### config.mk
export PLATFORM = sky130hd
export DESIGN_NAME = nibble_alu_bit_compare_skip
export DESIGN_NICKNAME = d
export VERILOG_FILES = /design/src/common/nibble_alu_pkg.sv /design/src/rtl/memory_bit_unit.sv /design/src/rtl/nibble_alu_bit_compare_skip.sv /design/src/rtl/nibble_alu_core.sv
export SDC_FILE = /design/constraint.sdc
export NUM_CORES = 1
export LEC_CHECK = 0
export BUFFER_PORTS_ARGS = -buffer_cell sky130_fd_sc_hd__buf_4
export CORE_MARGIN = 2
export CORE_UTILIZATION = 57
export CTS_BUF_LIST = sky130_fd_sc_hd__clkbuf_8
export CTS_CLUSTER_SIZE = 25
export DETAILED_ROUTE_END_ITERATION = 6
export MAX_ROUTING_LAYER = met4
export PLACE_DENSITY = 0.83
export SLEW_MARGIN = 5
export SYNTH_ARGS = -nofsm -noshare
export SYNTH_HDL_FRONTEND = slang
export SYNTH_SLANG_ARGS = --single-unit
### constraint.sdc
create_clock -name mclk -period 3.05 [get_ports mclk]
set_input_delay 0.61 -clock mclk [delete_from_list [all_inputs] [get_ports mclk]]
set_output_delay 0.61 -clock mclk [all_outputs]
set_load 0.02 [all_outputs]
### src/common/nibble_alu_pkg.sv
/*
 * Shared constants for the nibble datapath: instruction codes and masks,
 * immediate field positions, reset values and the decoded operation type.
 * Assumes a 10-bit instruction word and 4-bit data memory.
 */
package nibble_alu_pkg;

    // word and field positions
    localparam int WORD_W = 10;
    localparam int J_MSB = 1;
    localparam int N_MSB = 3;
    localparam int P_MSB = 5;

    // masks that strip the immediate field before comparing
    localparam logic [9:0] MASK_J = 10'h3FC;
    localparam logic [9:0] MASK_N = 10'h3F0;
    localparam logic [9:0] MASK_P = 10'h3C0;
    localparam logic [9:0] MASK_F = 10'h3FF;

    // instruction codes with immediate fields zeroed
    localparam logic [9:0] CODE_SETBIT = 10'h05C;
    localparam logic [9:0] CODE_CLRBIT = 10'h04C;
    localparam logic [9:0] CODE_SKZBIT = 10'h020;
    localparam logic [9:0] CODE_SKEQM = 10'h026;
    localparam logic [9:0] CODE_SKEQI = 10'h025;
    localparam logic [9:0] CODE_LOADI = 10'h070;
    localparam logic [9:0] CODE_TABLE = 10'h080;
    localparam logic [9:0] CODE_ADDM = 10'h00A;
    localparam logic [9:0] CODE_ADDMC = 10'h00B;
    localparam logic [9:0] CODE_ADDI = 10'h060;
    localparam logic [9:0] CODE_AND = 10'h018;
    localparam logic [9:0] CODE_OR = 10'h019;
    localparam logic [9:0] CODE_SETC = 10'h007;
    localparam logic [9:0] CODE_CLRC = 10'h006;
    localparam logic [9:0] CODE_SKNC = 10'h02F;
    localparam logic [9:0] CODE_CPL = 10'h01C;
    localparam logic [9:0] CODE_ROTR = 10'h01D;

    // reset values
    localparam logic [3:0] ACC_RST = 4'h0;
    localparam logic [3:0] B_RST = 4'h0;
    localparam logic CARRY_RST = 1'b0;

    typedef enum {
        K_NONE, K_SETBIT, K_CLRBIT, K_SKZBIT, K_SKEQM, K_SKEQI, K_LOADI, K_TABLE,
        K_ADDM, K_ADDMC, K_ADDI, K_AND, K_OR, K_SETC, K_CLRC, K_SKNC, K_CPL, K_ROTR
    } op_type;

    // decode one instruction word; unknown words map to K_NONE
    function automatic op_type decode(input logic [9:0] w);
        op_type k;
        k = K_NONE;
        if ((w & MASK_J) == CODE_SETBIT) k = K_SETBIT;
        else if ((w & MASK_J) == CODE_CLRBIT) k = K_CLRBIT;
        else if ((w & MASK_J) == CODE_SKZBIT) k = K_SKZBIT;
        else if ((w & MASK_F) == CODE_SKEQM) k = K_SKEQM;
        else if ((w & MASK_F) == CODE_SKEQI) k = K_SKEQI;
        else if ((w & MASK_N) == CODE_LOADI) k = K_LOADI;
        else if ((w & MASK_P) == CODE_TABLE) k = K_TABLE;
        else if ((w & MASK_F) == CODE_ADDM) k = K_ADDM;
        else if ((w & MASK_F) == CODE_ADDMC) k = K_ADDMC;
        else if ((w & MASK_N) == CODE_ADDI) k = K_ADDI;
        else if ((w & MASK_F) == CODE_AND) k = K_AND;
        else if ((w & MASK_F) == CODE_OR) k = K_OR;
        else if ((w & MASK_F) == CODE_SETC) k = K_SETC;
        else if ((w & MASK_F) == CODE_CLRC) k = K_CLRC;
        else if ((w & MASK_F) == CODE_SKNC) k = K_SKNC;
        else if ((w & MASK_F) == CODE_CPL) k = K_CPL;
        else if ((w & MASK_F) == CODE_ROTR) k = K_ROTR;
        return k;
    endfunction : decode

endpackage : nibble_alu_pkg

### src/rtl/memory_bit_unit.sv
/*
 * Bit set, clear and test on one data-memory nibble.
 * Assumes mem is the nibble currently addressed by the memory pointer.
 */
`timescale 1ns/1ps
module memory_bit_unit (
    input logic [3:0] mem,
    input logic [1:0] sel,
    input logic setBit,
    output logic [3:0] wrData,
    output logic bitValue
);
    logic [3:0] mask;

    // only the selected bit changes; the others are written back as read
    assign mask = 4'h1 << sel;
    assign wrData = setBit ? (mem | mask) : (mem & ~mask);
    assign bitValue = mem[sel];

endmodule : memory_bit_unit

### src/rtl/nibble_alu_bit_compare_skip.sv
/*
 * Execution datapath: accumulator, register B, carry, bit operations,
 * comparisons, ROM table fetch and the skip of the next instruction.
 * Assumes the sequencer presents one instruction word per cycle with
 * instrValid, holds off while busy_reg is high, keeps the memory pointer
 * steady for the cycle after a memory write, owns the stack and program
 * counter, and that ROM answers one cycle after romRead_reg.
 */
`timescale 1ns/1ps

module nibble_alu_bit_compare_skip
    import nibble_alu_pkg::*;
(
    input logic mclk,
    input logic rst_n,
    input logic instrValid,
    input logic [9:0] instrWord,
    input logic [3:0] memRdData,
    input logic [2:0] tableHigh,
    input logic [7:0] romData,
    output logic [3:0] acc_reg,
    output logic [3:0] regB_reg,
    output logic carry_reg,
    output logic skip_reg,
    output logic memWrEn_reg,
    output logic [3:0] memWrData_reg,
    output logic romRead_reg,
    output logic [12:0] romAddr_reg,
    output logic stackPush_reg,
    output logic stackPop_reg,
    output logic busy_reg
);
    typedef enum {ST_RUN, ST_SEA_IMM, ST_TAB_READ, ST_TAB_LOAD} state_type;

    state_type state_reg;
    op_type op;
    logic take;
    logic seaWord;
    logic suppress;
    logic exec;
    logic skipCond;
    logic loadChain_reg;
    logic seaDrop_reg;
    logic [3:0] aluAcc;
    logic aluCarry;
    logic aluOvf;
    logic aluWrA;
    logic [3:0] bitWr;
    logic bitVal;

    // decode and issue qualification
    assign op = decode(instrWord);
    assign take = instrValid && (state_reg == ST_RUN);
    assign seaWord = instrValid && (state_reg == ST_SEA_IMM);
    assign suppress = skip_reg || (loadChain_reg && op == K_LOADI);
    assign exec = take && !suppress;

    nibble_alu_core u_alu (
        .op(op),
        .acc(acc_reg),
        .mem(memRdData),
        .carry(carry_reg),
        .imm(instrWord[N_MSB:0]),
        .accNext(aluAcc),
        .carryNext(aluCarry),
        .carryOut(aluOvf),
        .writesAcc(aluWrA)
    );

    memory_bit_unit u_bit (
        .mem(memRdData),
        .sel(instrWord[J_MSB:0]),
        .setBit(op == K_SETBIT),
        .wrData(bitWr),
        .bitValue(bitVal)
    );

    // skip conditions of single-word tests
    always_comb begin
        case (op)
            K_SKZBIT: skipCond = !bitVal;
            K_SKEQM: skipCond = (acc_reg == memRdData);
            K_ADDI: skipCond = !aluOvf;
            K_SKNC: skipCond = !carry_reg;
            default: skipCond = 1'b0;
        endcase
    end

    // sequencing of two-word compare and three-cycle table fetch
    always_ff @(posedge mclk) begin
        if (!rst_n) begin
            state_reg <= ST_RUN;
        end else begin
            case (state_reg)
                ST_RUN: begin
                    if (take && op == K_SKEQI) begin
                        state_reg <= ST_SEA_IMM;
                    end else if (exec && op == K_TABLE) begin
                        state_reg <= ST_TAB_READ;
                    end
                end
                ST_SEA_IMM: begin
                    if (instrValid) begin
                        state_reg <= ST_RUN;
                    end
                end
                ST_TAB_READ: state_reg <= ST_TAB_LOAD;
                ST_TAB_LOAD: state_reg <= ST_RUN;
                default: state_reg <= ST_RUN;
            endcase
        end
    end

    // a skipped compare must also swallow its immediate word
    always_ff @(posedge mclk) begin
        if (!rst_n) begin
            seaDrop_reg <= 1'b0;
        end else if (take && op == K_SKEQI) begin
            seaDrop_reg <= suppress;
        end
    end

    // skip request: set by a test, consumed by the next word
    always_ff @(posedge mclk) begin
        if (!rst_n) begin
            skip_reg <= 1'b0;
        end else if (take) begin
            skip_reg <= exec && skipCond;
        end else if (seaWord) begin
            skip_reg <= !seaDrop_reg && (acc_reg == instrWord[N_MSB:0]);
        end
    end

    // remembers that the previous word was a load immediate
    always_ff @(posedge mclk) begin
        if (!rst_n) begin
            loadChain_reg <= 1'b0;
        end else if (take) begin
            loadChain_reg <= (op == K_LOADI);
        end
    end

    // accumulator
    always_ff @(posedge mclk) begin
        if (!rst_n) begin
            acc_reg <= ACC_RST;
        end else if (state_reg == ST_TAB_LOAD) begin
            acc_reg <= romData[3:0];
        end else if (exec && op == K_LOADI) begin
            acc_reg <= instrWord[N_MSB:0];
        end else if (exec && aluWrA) begin
            acc_reg <= aluAcc;
        end
    end

    // carry flag; the alu passes it through for operations that keep it
    always_ff @(posedge mclk) begin
        if (!rst_n) begin
            carry_reg <= CARRY_RST;
        end else if (exec) begin
            carry_reg <= aluCarry;
        end
    end

    // register B only changes on a table fetch
    always_ff @(posedge mclk) begin
        if (!rst_n) begin
            regB_reg <= B_RST;
        end else if (state_reg == ST_TAB_LOAD) begin
            regB_reg <= romData[7:4];
        end
    end

    // memory write is issued a cycle late, as a full nibble
    always_ff @(posedge mclk) begin
        if (!rst_n) begin
            memWrEn_reg <= 1'b0;
            memWrData_reg <= 4'h0;
        end else begin
            memWrEn_reg <= exec && (op == K_SETBIT || op == K_CLRBIT);
            memWrData_reg <= bitWr;
        end
    end

    // ROM table request: page, high bits and accumulator
    always_ff @(posedge mclk) begin
        if (!rst_n) begin
            romRead_reg <= 1'b0;
            romAddr_reg <= 13'h0000;
        end else begin
            romRead_reg <= exec && op == K_TABLE;
            if (exec && op == K_TABLE) begin
                romAddr_reg <= {instrWord[P_MSB:0], tableHigh, acc_reg};
            end
        end
    end

    // stack level held for the fetch, released when data lands
    always_ff @(posedge mclk) begin
        if (!rst_n) begin
            stackPush_reg <= 1'b0;
            stackPop_reg <= 1'b0;
            busy_reg <= 1'b0;
        end else begin
            stackPush_reg <= exec && op == K_TABLE;
            stackPop_reg <= (state_reg == ST_TAB_LOAD);
            busy_reg <= (exec && op == K_TABLE) || (state_reg == ST_TAB_READ);
        end
    end
endmodule : nibble_alu_bit_compare_skip

### src/rtl/nibble_alu_core.sv
/*
 * Combinational accumulator arithmetic and logic unit.
 * Assumes the caller decides whether the results are committed.
 */
`timescale 1ns/1ps
module nibble_alu_core
    import nibble_alu_pkg::*;
(
    input op_type op,
    input logic [3:0] acc,
    input logic [3:0] mem,
    input logic carry,
    input logic [3:0] imm,
    output logic [3:0] accNext,
    output logic carryNext,
    output logic carryOut,
    output logic writesAcc
);
    logic [4:0] sum;

    // carry is passed through unless the operation owns it
    always_comb begin
        sum = 5'h00;
        accNext = acc;
        carryNext = carry;
        writesAcc = 1'b0;
        case (op)
            K_ADDM: begin
                sum = {1'b0, acc} + {1'b0, mem};
                accNext = sum[3:0];
                writesAcc = 1'b1;
            end
            K_ADDMC: begin
                sum = {1'b0, acc} + {1'b0, mem} + {4'h0, carry};
                accNext = sum[3:0];
                carryNext = sum[4];
                writesAcc = 1'b1;
            end
            K_ADDI: begin
                sum = {1'b0, acc} + {1'b0, imm};
                accNext = sum[3:0];
                writesAcc = 1'b1;
            end
            K_AND: begin
                accNext = acc & mem;
                writesAcc = 1'b1;
            end
            K_OR: begin
                accNext = acc | mem;
                writesAcc = 1'b1;
            end
            K_CPL: begin
                accNext = ~acc;
                writesAcc = 1'b1;
            end
            K_ROTR: begin
                accNext = {carry, acc[3:1]};
                carryNext = acc[0];
                writesAcc = 1'b1;
            end
            K_SETC: carryNext = 1'b1;
            K_CLRC: carryNext = 1'b0;
            default: sum = 5'h00;
        endcase
    end

    // overflow of the last addition, used by the immediate add skip
    assign carryOut = sum[4];

endmodule : nibble_alu_core

==> impl_metrics.env, run 1 <==
export IMPL_status="finished, final reports clean"
export IMPL_cp_cell_sequence="buf_4 > ha_1 > fa_1 > ha_1 > xor2_1 > a222oi_1 > nor3b_1 > o211ai_1 > o211ai_1 > a31oi_1"
export IMPL_final_min_clock_period_ns=2.64
export IMPL_synthTopCellsByArea="dfxtp_1, ha_1, mux2i_1"
export IMPL_synth_area_per_cell_um2=8.14
export IMPL_yosysSeqAreaShare=0.255
export IMPL_synth_area_um2=2750
export IMPL_num_antenna_cells=0
export IMPL_power_total_uw=989
export IMPL_post_route_util=0.711
export IMPL_clock_root_buffer="clkbuf_8"
export IMPL_synth_commonest_cells="nor2_1, dfxtp_1, nand2_1"
export IMPL_crit_path_end_kind="flip-flop"
export IMPL_antenna_found_initial=0
export IMPL_cp_required_ns=3.21
export IMPL_grt_ovfl_total=0
export IMPL_fmax_mhz=379
export IMPL_hold_buffers=0
export IMPL_die_w_um=73.5
export IMPL_grtUsageTotal=0.317
export IMPL_syn_to_final_growth_pct=21.3
export IMPL_clockBufferDepth=2
export IMPL_vias=2907
export IMPL_ys_seq_elements=35
export IMPL_multi_input_area_um2=1910
export IMPL_crit_fanout=4
export IMPL_cts_resized=0
export IMPL_layout_nets=440
export IMPL_die_h_um=73.5
export IMPL_critPathKind="in2reg"
export IMPL_slew_headroom=0.515
export IMPL_grt_pass1_vias=2637
export IMPL_final_cells=450
export IMPL_worstMarginPinSlew_ns=0.721
export IMPL_drt_initial_drc_count=201
export IMPL_gp_congestion=0.988
export IMPL_synth_edf_count=0
export IMPL_hold_path_class="reg2reg"
export IMPL_synth_ff_type="dfxtp_1"
export IMPL_startpoint_type="input pin"
export IMPL_crit_arrival_ns=2.79
export IMPL_setup_viol=0
export IMPL_ctsHtreeMaxLevel=2
export IMPL_yosysWarnings=0
export IMPL_clk_pin_slew_ns=0.06
export IMPL_grt_first_pass_wirelength_um=12900
export IMPL_detail_route_vias_per_cell=6.46
export IMPL_drc=0
export IMPL_largest_reg_flops=13
export IMPL_async_reset_ff_frac=0
export IMPL_postSynthCellCount=338
export IMPL_hold_ws_ns=0.456
export IMPL_rsz0062_at_grt="false"
export IMPL_ios=60
export IMPL_postCtsSetupBuffers=0
export IMPL_yosysUniqueCellTypes=73
export IMPL_hpwlAfterDp_um=6240
export IMPL_skew_ns=0.00424
export IMPL_port_buffers=59
export IMPL_rows=25
export IMPL_p_per_area_nw_per_um2=297
export IMPL_hold_viol=0
export IMPL_routed_wl_um=8410
export IMPL_dp_cells=443
export IMPL_synthesis_nets=382
export IMPL_cts_sinks=35
export IMPL_slew_viol_final=0
export IMPL_critPathMaxStageDelay_ns=0.51
export IMPL_min_period_over_period=0.864
export IMPL_wl_per_cell_um=18.7
export IMPL_nFillCells=389
export IMPL_cts_tree="yes"
export IMPL_post_synth_top_count_cell="nor2_1"
export IMPL_p_leak_uw=0.00147
export IMPL_drtAntennaViolNets=0
export IMPL_drive_above_1_share=0.250
export IMPL_yosysTopAreaCellShare=0.255
export IMPL_crit_path_top_delay_cell="fa_1"
export IMPL_seq_area_um2=701
export IMPL_insertion_delay_ns=0.28
export IMPL_yosysTopAreaCell="dfxtp_1"
export IMPL_setup_tns_ns=0
export IMPL_dieArea_um2=5400
export IMPL_initial_utilization=0.586
export IMPL_fp_coreArea_um2=4690
export IMPL_cts_buffers=5
export IMPL_ir_drop_v=0.000294
export IMPL_cap_violations=0
export IMPL_firstDrtPassIters=4
export IMPL_grt_max_degree=24
[cell usage in the layout, fill, tap and decap left out, types with 3 or more instances in the layout]
cell / count
o21ai_0: 5
nand2b_1: 6
or4_1: 3
nor3_1: 9
or2_2: 3
o2111ai_1: 3
a21oi_1: 27
nand3_1: 7
and3_1: 7
mux2i_1: 15
o211ai_1: 5
a21o_1: 4
nor2_1: 37
nand3b_1: 3
xor2_1: 5
nand2_1: 29
o41ai_1: 4
o22ai_1: 3
buf_4: 71
nor4_1: 9
a211oi_1: 3
clkbuf_8: 6
a31oi_1: 4
xnor2_1: 4
dfxtp_1: 35
inv_1: 10
nor2b_1: 7
or3_1: 4
ha_1: 14
[kinds of logic after synthesis]
group | synth area share
buffers and inverters | 0.0510
and+or+nand+nor | 0.303
muxes | 0.0628
xor gates and xnor gates | 0.0287
AOI/OAI and AO/OA | 0.222
DFF | 0.255
adders and majority gates | 0.0783
[path summary, 6_finish.rpt]
check	from	endpoint	slack (ns)	cells past startpoint
worst min-delay path	regB_reg[3]	regB_reg[3]	0.46	2
worst min register to register	regB_reg[3]	regB_reg[3]	0.46	2
worst max register to register	acc_reg[1]	acc_reg[3]	0.43	9
worst max-delay path	memRdData[0]	acc_reg[2]	0.41	10
[metrics by stage]
step | setup slack [ns] | instance area [µm²]
final | 0.415 | 3340
after global routing | 0.277 | 3340
after CTS | 0.439 | 3340
after detailed placement | 0.175 | 3250
after global placement | 0.253 | 3250
after floorplan | 0.466 | 2750
[final cells by class]
type | instances | area share
tap | 54 | 0.0203
clock buffer | 6 | 0.0248
timing repair buffer | 71 | 0.160
inverter | 10 | 0.0113
multi-input combinational | 273 | 0.572
sequential | 35 | 0.210
clock inverter | 1 | 0.00150
[report_power, final]
group | total, µW | internal (µW) | leakage, µW | switching, µW
Clock | 333 | 177 | 0.0000470 | 156
Sequential | 465 | 462 | 0.000283 | 3.13
Combinational | 191 | 77.9 | 0.00114 | 114
[routing by layer]
| layer | up-vias | share of wire | global-route usage |
|---|---|---|---|
| li1 | 1368 | - | - |
| met4 | 0 | 0.033 | 0.135 |
| met1 | 1364 | 0.43 | 0.407 |
| met2 | 145 | 0.46 | 0.485 |
| met5 | - | 0 | - |
| met3 | 30 | 0.072 | 0.0631 |
[worst max-delay path: cells and delay by family]
family	cells	cell delay [ns]
AND/OR/NAND/NOR	1	0.26
XOR/XNOR	1	0.16
AO/OA/AOI/OAI	4	0.64
buffers and inverters	1	0.12
adder cells (fa/ha/maj)	3	1.00
No activity file was read; power rests on OpenSTA's default activity.
==> inputs of run 2 (changes only) <==
--- a/config.mk
+++ b/config.mk
@@ -7,12 +7,12 @@
 export LEC_CHECK = 0
 export BUFFER_PORTS_ARGS = -buffer_cell sky130_fd_sc_hd__buf_4
 export CORE_MARGIN = 2
-export CORE_UTILIZATION = 57
+export CORE_UTILIZATION = 51
 export CTS_BUF_LIST = sky130_fd_sc_hd__clkbuf_8
 export CTS_CLUSTER_SIZE = 25
 export DETAILED_ROUTE_END_ITERATION = 6
 export MAX_ROUTING_LAYER = met4
-export PLACE_DENSITY = 0.83
+export PLACE_DENSITY = 0.79
 export SLEW_MARGIN = 5
 export SYNTH_ARGS = -nofsm -noshare
 export SYNTH_HDL_FRONTEND = slang
==> constraint.sdc (replaced) <==
create_clock -name mclk -period 2.4 [get_ports mclk]
set_input_delay 0.48 -clock mclk [delete_from_list [all_inputs] [get_ports mclk]]
set_output_delay 0.48 -clock mclk [all_outputs]
set_load 0.02 [all_outputs]
==> run 2 against run 1 <==
Effect of this change: count of clock-buffer cells in the layout fell by 1; wire length rose by 9.9%; clock power is 64% higher; critical path type is now reg2reg; critical path depth is 1 lower; largest cell class unchanged; sequential cell count unchanged; core utilization grew 5.3 points; via count rose by 7.2%; clock skew grew 0.0025 ns.
==> impl_metrics.env, run 2 (same netlist as run 1, synthesis figures left out) <==
export IMPL_ctsHtreeMaxLevel=2
export IMPL_rsz0062_at_grt="true"
export IMPL_status="finished, final reports clean"
export IMPL_p_int_uw=1050
export IMPL_cp_top_family="adder cells"
export IMPL_skew_ns=0.00672
export IMPL_cts_sinks=35
export IMPL_rows=26
export IMPL_detail_route_vias_per_cell=5.91
export IMPL_setup_viol=0
export IMPL_ir_drop_v=0.000399
export IMPL_setup_tns_ns=0
export IMPL_cp_cell_sequence="ha_4 > fa_1 > ha_2 > xor2_1 > a222oi_1 > nor3b_2 > o211ai_1 > o211ai_1 > a31oi_1"
export IMPL_mostFrequentLayoutCells="buf_4, nor2_1, dfxtp_1"
export IMPL_r2r_slack_ns=0.09
export IMPL_cap_violations=0
export IMPL_setup_ws_ns=0.0943
export IMPL_p_seq_frac=0.407
export IMPL_nFillCells=407
export IMPL_postCtsSetupBuffers=0
export IMPL_p_per_area_nw_per_um2=370
export IMPL_initial_utilization=0.535
export IMPL_pwr_share_comb=0.217
export IMPL_r2r_cells=9
export IMPL_critPathKind="reg2reg"
export IMPL_endpoint="acc_reg[2]"
export IMPL_grt_max_degree=21
export IMPL_clock_root_buffer="clkbuf_8"
export IMPL_clockBufferDepth=2
export IMPL_drtAntennaViolNets=0
export IMPL_grt_pass1_vias=3067
export IMPL_vias=3117
export IMPL_slew_viol_final=0
export IMPL_hold_ws_ns=0.409
export IMPL_crit_cells=9
export IMPL_p_switching_uw=403
export IMPL_slew_headroom=0.525
export IMPL_die_h_um=77.4
export IMPL_cp_required_ns=2.57
export IMPL_ios=60
export IMPL_fmax_mhz=434
export IMPL_dieArea_um2=6000
export IMPL_switching_share=0.278
export IMPL_fp_coreArea_um2=5140
export IMPL_post_place_ws_ns=-0.270
export IMPL_hold_viol=0
export IMPL_min_period_over_period=0.961
export IMPL_hold_path_class="in2reg"
export IMPL_insertion_delay_ns=0.29
export IMPL_p_clk_frac=0.377
export IMPL_port_buffers=59
export IMPL_cp_common_cell="o211ai_1"
export IMPL_layout_nets=500
export IMPL_final_min_clock_period_ns=2.31
export IMPL_r2r_end="acc_reg[2]"
export IMPL_r2r_start="acc_reg[0]"
export IMPL_path_buf_inv=0
export IMPL_p_leak_uw=0.00178
export IMPL_routed_wl_um=9250
export IMPL_firstDrtPassIters=4
export IMPL_crit_path_top_delay_cell="fa_1"
export IMPL_worstMarginPinSlew_ns=0.712
export IMPL_critPathMaxStageDelay_ns=0.46
export IMPL_crit_arrival_ns=2.48
export IMPL_crit_fanout=3
export IMPL_post_route_util=0.764
export IMPL_largest_reg_flops=13
export IMPL_antenna_found_initial=0
export IMPL_grt_ovfl_total=0
export IMPL_crit_start="acc_reg[0]"
export IMPL_clk_pin_slew_ns=0.08
export IMPL_grtUsageTotal=0.325
export IMPL_drc=0
export IMPL_crit_path_end_kind="flip-flop"
export IMPL_startpoint_type="flip-flop"
export IMPL_drt_initial_drc_count=193
export IMPL_num_antenna_cells=0
export IMPL_multi_input_area_um2=1980
export IMPL_seq_area_um2=703
export IMPL_final_common_cell="buf_4"
export IMPL_hold_buffers=0
export IMPL_grt_first_pass_wirelength_um=15000
export IMPL_hpwlAfterDp_um=7280
export IMPL_wl_per_cell_um=17.5
export IMPL_dp_cells=519
export IMPL_cts_buffers=5
export IMPL_cts_tree="yes"
export IMPL_final_cells=527
export IMPL_die_w_um=77.4
export IMPL_gp_congestion=0.997
export IMPL_syn_to_final_growth_pct=42.7
export IMPL_drive_above_1_share=0.374
## run 2: cell count changes in the layout (fill, tap and decap cells not counted), moves of 2 or more
cell,change
ha_4,+2
buf_4,+58
dfxtp_1,-2
dfxtp_2,+2
buf_12,+2
ha_1,-4
ha_2,+2
## run 2: tightest hold or removal path: stages
cell and delay (ns):
buf_4 0.07, mux2i_1 0.05, nor2_1 0.07
## run 2: cell type report
class                   instances  area share
clock buffers                   5      0.0175
well taps                      70      0.0223
repair buffers                131       0.257
multi-input cells             273       0.503
clock inverters                 3      0.0112
flip-flops and latches         35       0.179
inverters                      10     0.00956
## run 2: metal layers
layer,track usage,up-vias,wire length (µm)
met3,0.0384,18,453
met2,0.562,123,4580
met1,0.411,1492,4090
met4,0.0679,0,123
met5,-,-,0
li1,-,1484,-
## run 2: worst min path at each step
stage	start	to	slack [ns]	depth (start not counted)
after floorplan	loadChain_reg	loadChain_reg	0.43	2
after global routing	romData[4]	regB_reg[0]	0.44	3
after global placement	regB_reg[0]	regB_reg[0]	0.44	2
after detailed placement	regB_reg[2]	regB_reg[2]	0.45	2
after CTS	tableHigh[2]	romAddr_reg[6]	0.42	3
final	tableHigh[2]	romAddr_reg[6]	0.41	3
## run 2: metrics by stage
step / total power [µW] / instance area (µm²)
global route: 1500 / 3930
global placement: 900 / 3750
CTS: 1440 / 3870
detailed placement: 904 / 3750
finish: 1450 / 3930
floorplan: 749 / 2760
## run 2: repair_timing
item	CTS	global route
resized for setup	1	8
pin swaps	0	3
cloned	0	0
setup endpoints to repair	1	3
## run 2: power by group through the flow
| stage | clock (µW) | sequential [µW] | combinational [µW] |
|---|---|---|---|
| 6_report | 547 | 590 | 314 |
| 5_1_grt | 570 | 590 | 337 |
| 4_1_cts | 546 | 590 | 304 |
| 3_5_place_dp | 0 | 603 | 301 |
| 3_3_place_gp | 0 | 603 | 296 |
| 2_1_floorplan | 0 | 611 | 138 |
==> inputs of run 3 (changes only) <==
--- a/config.mk
+++ b/config.mk
@@ -5,6 +5,7 @@
 export SDC_FILE = /design/constraint.sdc
 export NUM_CORES = 1
 export LEC_CHECK = 0
+export ABC_AREA = 1
 export BUFFER_PORTS_ARGS = -buffer_cell sky130_fd_sc_hd__buf_4
 export CORE_MARGIN = 2
 export CORE_UTILIZATION = 51
==> run 3 against run 2 <==
Effect of this change: non-clock buffer count shrank 66; highest routed layer unchanged; hold slack gained 0.034 ns; sequential share of layout area grew 3.5 points; fmax grew 6.9%; design area shrank 17%; global-route usage shrank 5.1 points; core utilization shrank 12 points; final cell count grew 1.5%; sequential power grew 0.7%; first-iteration DRC count grew 27%; register-to-register slack gained 0.15 ns; sequential cell count is the same.
==> impl_metrics.env, run 3 <==
export IMPL_status="finished, final reports clean"
export IMPL_cap_violations=0
export IMPL_post_route_util=0.643
export IMPL_vias=2900
export IMPL_slew_viol_final=0
export IMPL_routed_wl_um=7730
export IMPL_yosysWarnings=0
export IMPL_postSynthCellCount=401
export IMPL_drt_initial_drc_count=246
export IMPL_setup_viol=0
export IMPL_worstMarginPinSlew_ns=0.508
export IMPL_cts_resized=0
export IMPL_fmax_mhz=464
export IMPL_crit_fanout=4
export IMPL_syn_to_final_growth_pct=22.8
export IMPL_gp_congestion=0.934
export IMPL_initial_utilization=0.524
export IMPL_cp_required_ns=2.57
export IMPL_final_common_cell="nand2_1"
export IMPL_synthesis_nets=445
export IMPL_crit_arrival_ns=2.33
export IMPL_yosysUniqueCellTypes=41
export IMPL_async_reset_ff_frac=0
export IMPL_top_usage_layer="met2"
export IMPL_power_total_uw=1260
export IMPL_synth_area_per_cell_um2=6.63
export IMPL_clock_root_buffer="clkbuf_8"
export IMPL_post_synth_top_count_cell="nand2_1"
export IMPL_rsz0062_at_grt="false"
export IMPL_drive_above_1_share=0.267
export IMPL_largest_reg_flops=13
export IMPL_grt_first_pass_wirelength_um=12500
export IMPL_synth_commonest_cells="nand2_1, inv_1, nor2_1"
export IMPL_use_met1=0.344
export IMPL_r2r_cells=11
export IMPL_grt_use_met2=0.461
export IMPL_drtAntennaViolNets=0
export IMPL_die_w_um=76.2
export IMPL_cts_buffers=5
export IMPL_yosysTopAreaCellShare=0.264
export IMPL_insertion_delay_ns=0.29
export IMPL_p_leak_uw=0.00156
export IMPL_crit_path_end_kind="flip-flop"
export IMPL_p_per_area_nw_per_um2=384
export IMPL_synth_area_um2=2660
export IMPL_grt_pass1_vias=2686
export IMPL_synth_ff_type="dfxtp_1"
export IMPL_nFillCells=484
export IMPL_yosysSeqAreaShare=0.264
export IMPL_fp_coreArea_um2=5070
export IMPL_grt_max_degree=20
export IMPL_cts_sinks=35
export IMPL_layout_nets=508
export IMPL_synth_edf_count=0
export IMPL_detail_route_vias_per_cell=5.42
export IMPL_num_antenna_cells=0
export IMPL_synthTopCellsByArea="dfxtp_1, nand2_1, nand3_1"
export IMPL_hold_viol=0
export IMPL_grt_ovfl_total=0
export IMPL_slew_headroom=0.659
export IMPL_startpoint_type="flip-flop"
export IMPL_hpwlAfterDp_um=6130
export IMPL_hold_buffers=0
export IMPL_port_buffers=59
export IMPL_min_period_over_period=0.898
export IMPL_ctsHtreeMaxLevel=2
export IMPL_cts_tree="yes"
export IMPL_ir_drop_v=0.000300
export IMPL_setup_tns_ns=0
export IMPL_clk_pin_slew_ns=0.08
export IMPL_ios=60
export IMPL_met3_usage=0.0569
export IMPL_place_area_um2=3180
export IMPL_clockBufferDepth=2
export IMPL_rows=26
export IMPL_hold_path_class="in2reg"
export IMPL_dieArea_um2=5810
export IMPL_grtUsageTotal=0.274
export IMPL_firstDrtPassIters=5
export IMPL_critPathKind="reg2reg"
export IMPL_mostFrequentLayoutCells="nand2_1, buf_4, inv_1"
export IMPL_die_h_um=76.2
export IMPL_ys_seq_elements=35
export IMPL_antenna_found_initial=0
export IMPL_postLayoutCellArea_um2=3270
export IMPL_postCtsSetupBuffers=0
export IMPL_final_min_clock_period_ns=2.16
export IMPL_drc=0
export IMPL_whs_path_depth=3
export IMPL_yosysTopAreaCell="dfxtp_1"
export IMPL_wl_per_cell_um=14.4
export IMPL_skew_ns=0.00463
run 3: cell types whose count changed after synthesis, sizes merged, moves of 8 or more:
| cell | delta |
|---|---|
| nand2 | +67 |
| nor2 | +19 |
| nand3 | +30 |
| a21oi | +8 |
| mux2i | -15 |
| o21ai | +8 |
| inv | +45 |
| nand4 | +16 |
run 3: layout make-up:
class,instances,area [µm²],area share
Tap cell,70,87.6,0.0268
Inverter,57,221,0.0678
Clock inverter,3,20.0,0.00613
Clock buffer,5,68.8,0.0211
Timing Repair Buffer,65,488,0.149
Sequential cell,35,701,0.215
Multi-Input combinational cell,300,1680,0.514
run 3: per-layer routing:
| metal | up-vias | part of all wire |
|---|---|---|
| met5 | - | 0 |
| met4 | 0 | 0.011 |
| met3 | 10 | 0.068 |
| met2 | 119 | 0.49 |
| met1 | 1324 | 0.43 |
| li1 | 1447 | - |
run 3: cell families (layout without fill, tap and decap cells):
| family | after synthesis | count (layout) | synth area share |
|---|---|---|---|
| AO/OA/AOI/OAI | 60 | 60 | 0.138 |
| XOR/XNOR | 2 | 2 | 0.00659 |
| adder cells (fa/ha/maj) | 16 | 16 | 0.0809 |
| buffers and inverters | 66 | 130 | 0.105 |
| flip-flops | 35 | 35 | 0.264 |
| AND/OR/NAND/NOR | 222 | 222 | 0.406 |
run 3: path summary, 6_finish.rpt:
path                         end  slack [ns]           start
hold reg to reg   romAddr_reg[5]        0.46  romAddr_reg[5]
hold / removal    romAddr_reg[4]        0.44    tableHigh[0]
setup reg to reg      acc_reg[2]        0.24      acc_reg[0]
setup / recovery      acc_reg[2]        0.24      acc_reg[0]
run 3: power breakdown:
part           internal (µW)  switching (µW)  total (µW)
registers                589            5.11         594
logic                   84.9             142         227
clock network            202             232         434
run 3: per-stage QoR:
| stage | std cells | setup WS (ns) | hold slack (ns) |
|---|---|---|---|
| floorplan | 401 | 0.243 | 0.440 |
| global placement | 527 | 0.0619 | 0.450 |
| detailed placement | 527 | 0.0157 | 0.452 |
| CTS | 535 | 0.251 | 0.439 |
| global route | 535 | 0.0841 | 0.436 |
| finish | 535 | 0.244 | 0.444 |
run 3: critical path, stage by stage, from the launching register on:
cell	delay (ns)
dfxtp_1	0.40
ha_1	0.23
fa_1	0.49
ha_1	0.26
xor2_1	0.15
nor2_1	0.06
nor2_1	0.10
nand3_1	0.08
nand2_1	0.06
nand3_1	0.07
nand2_1	0.08
a21oi_1	0.06
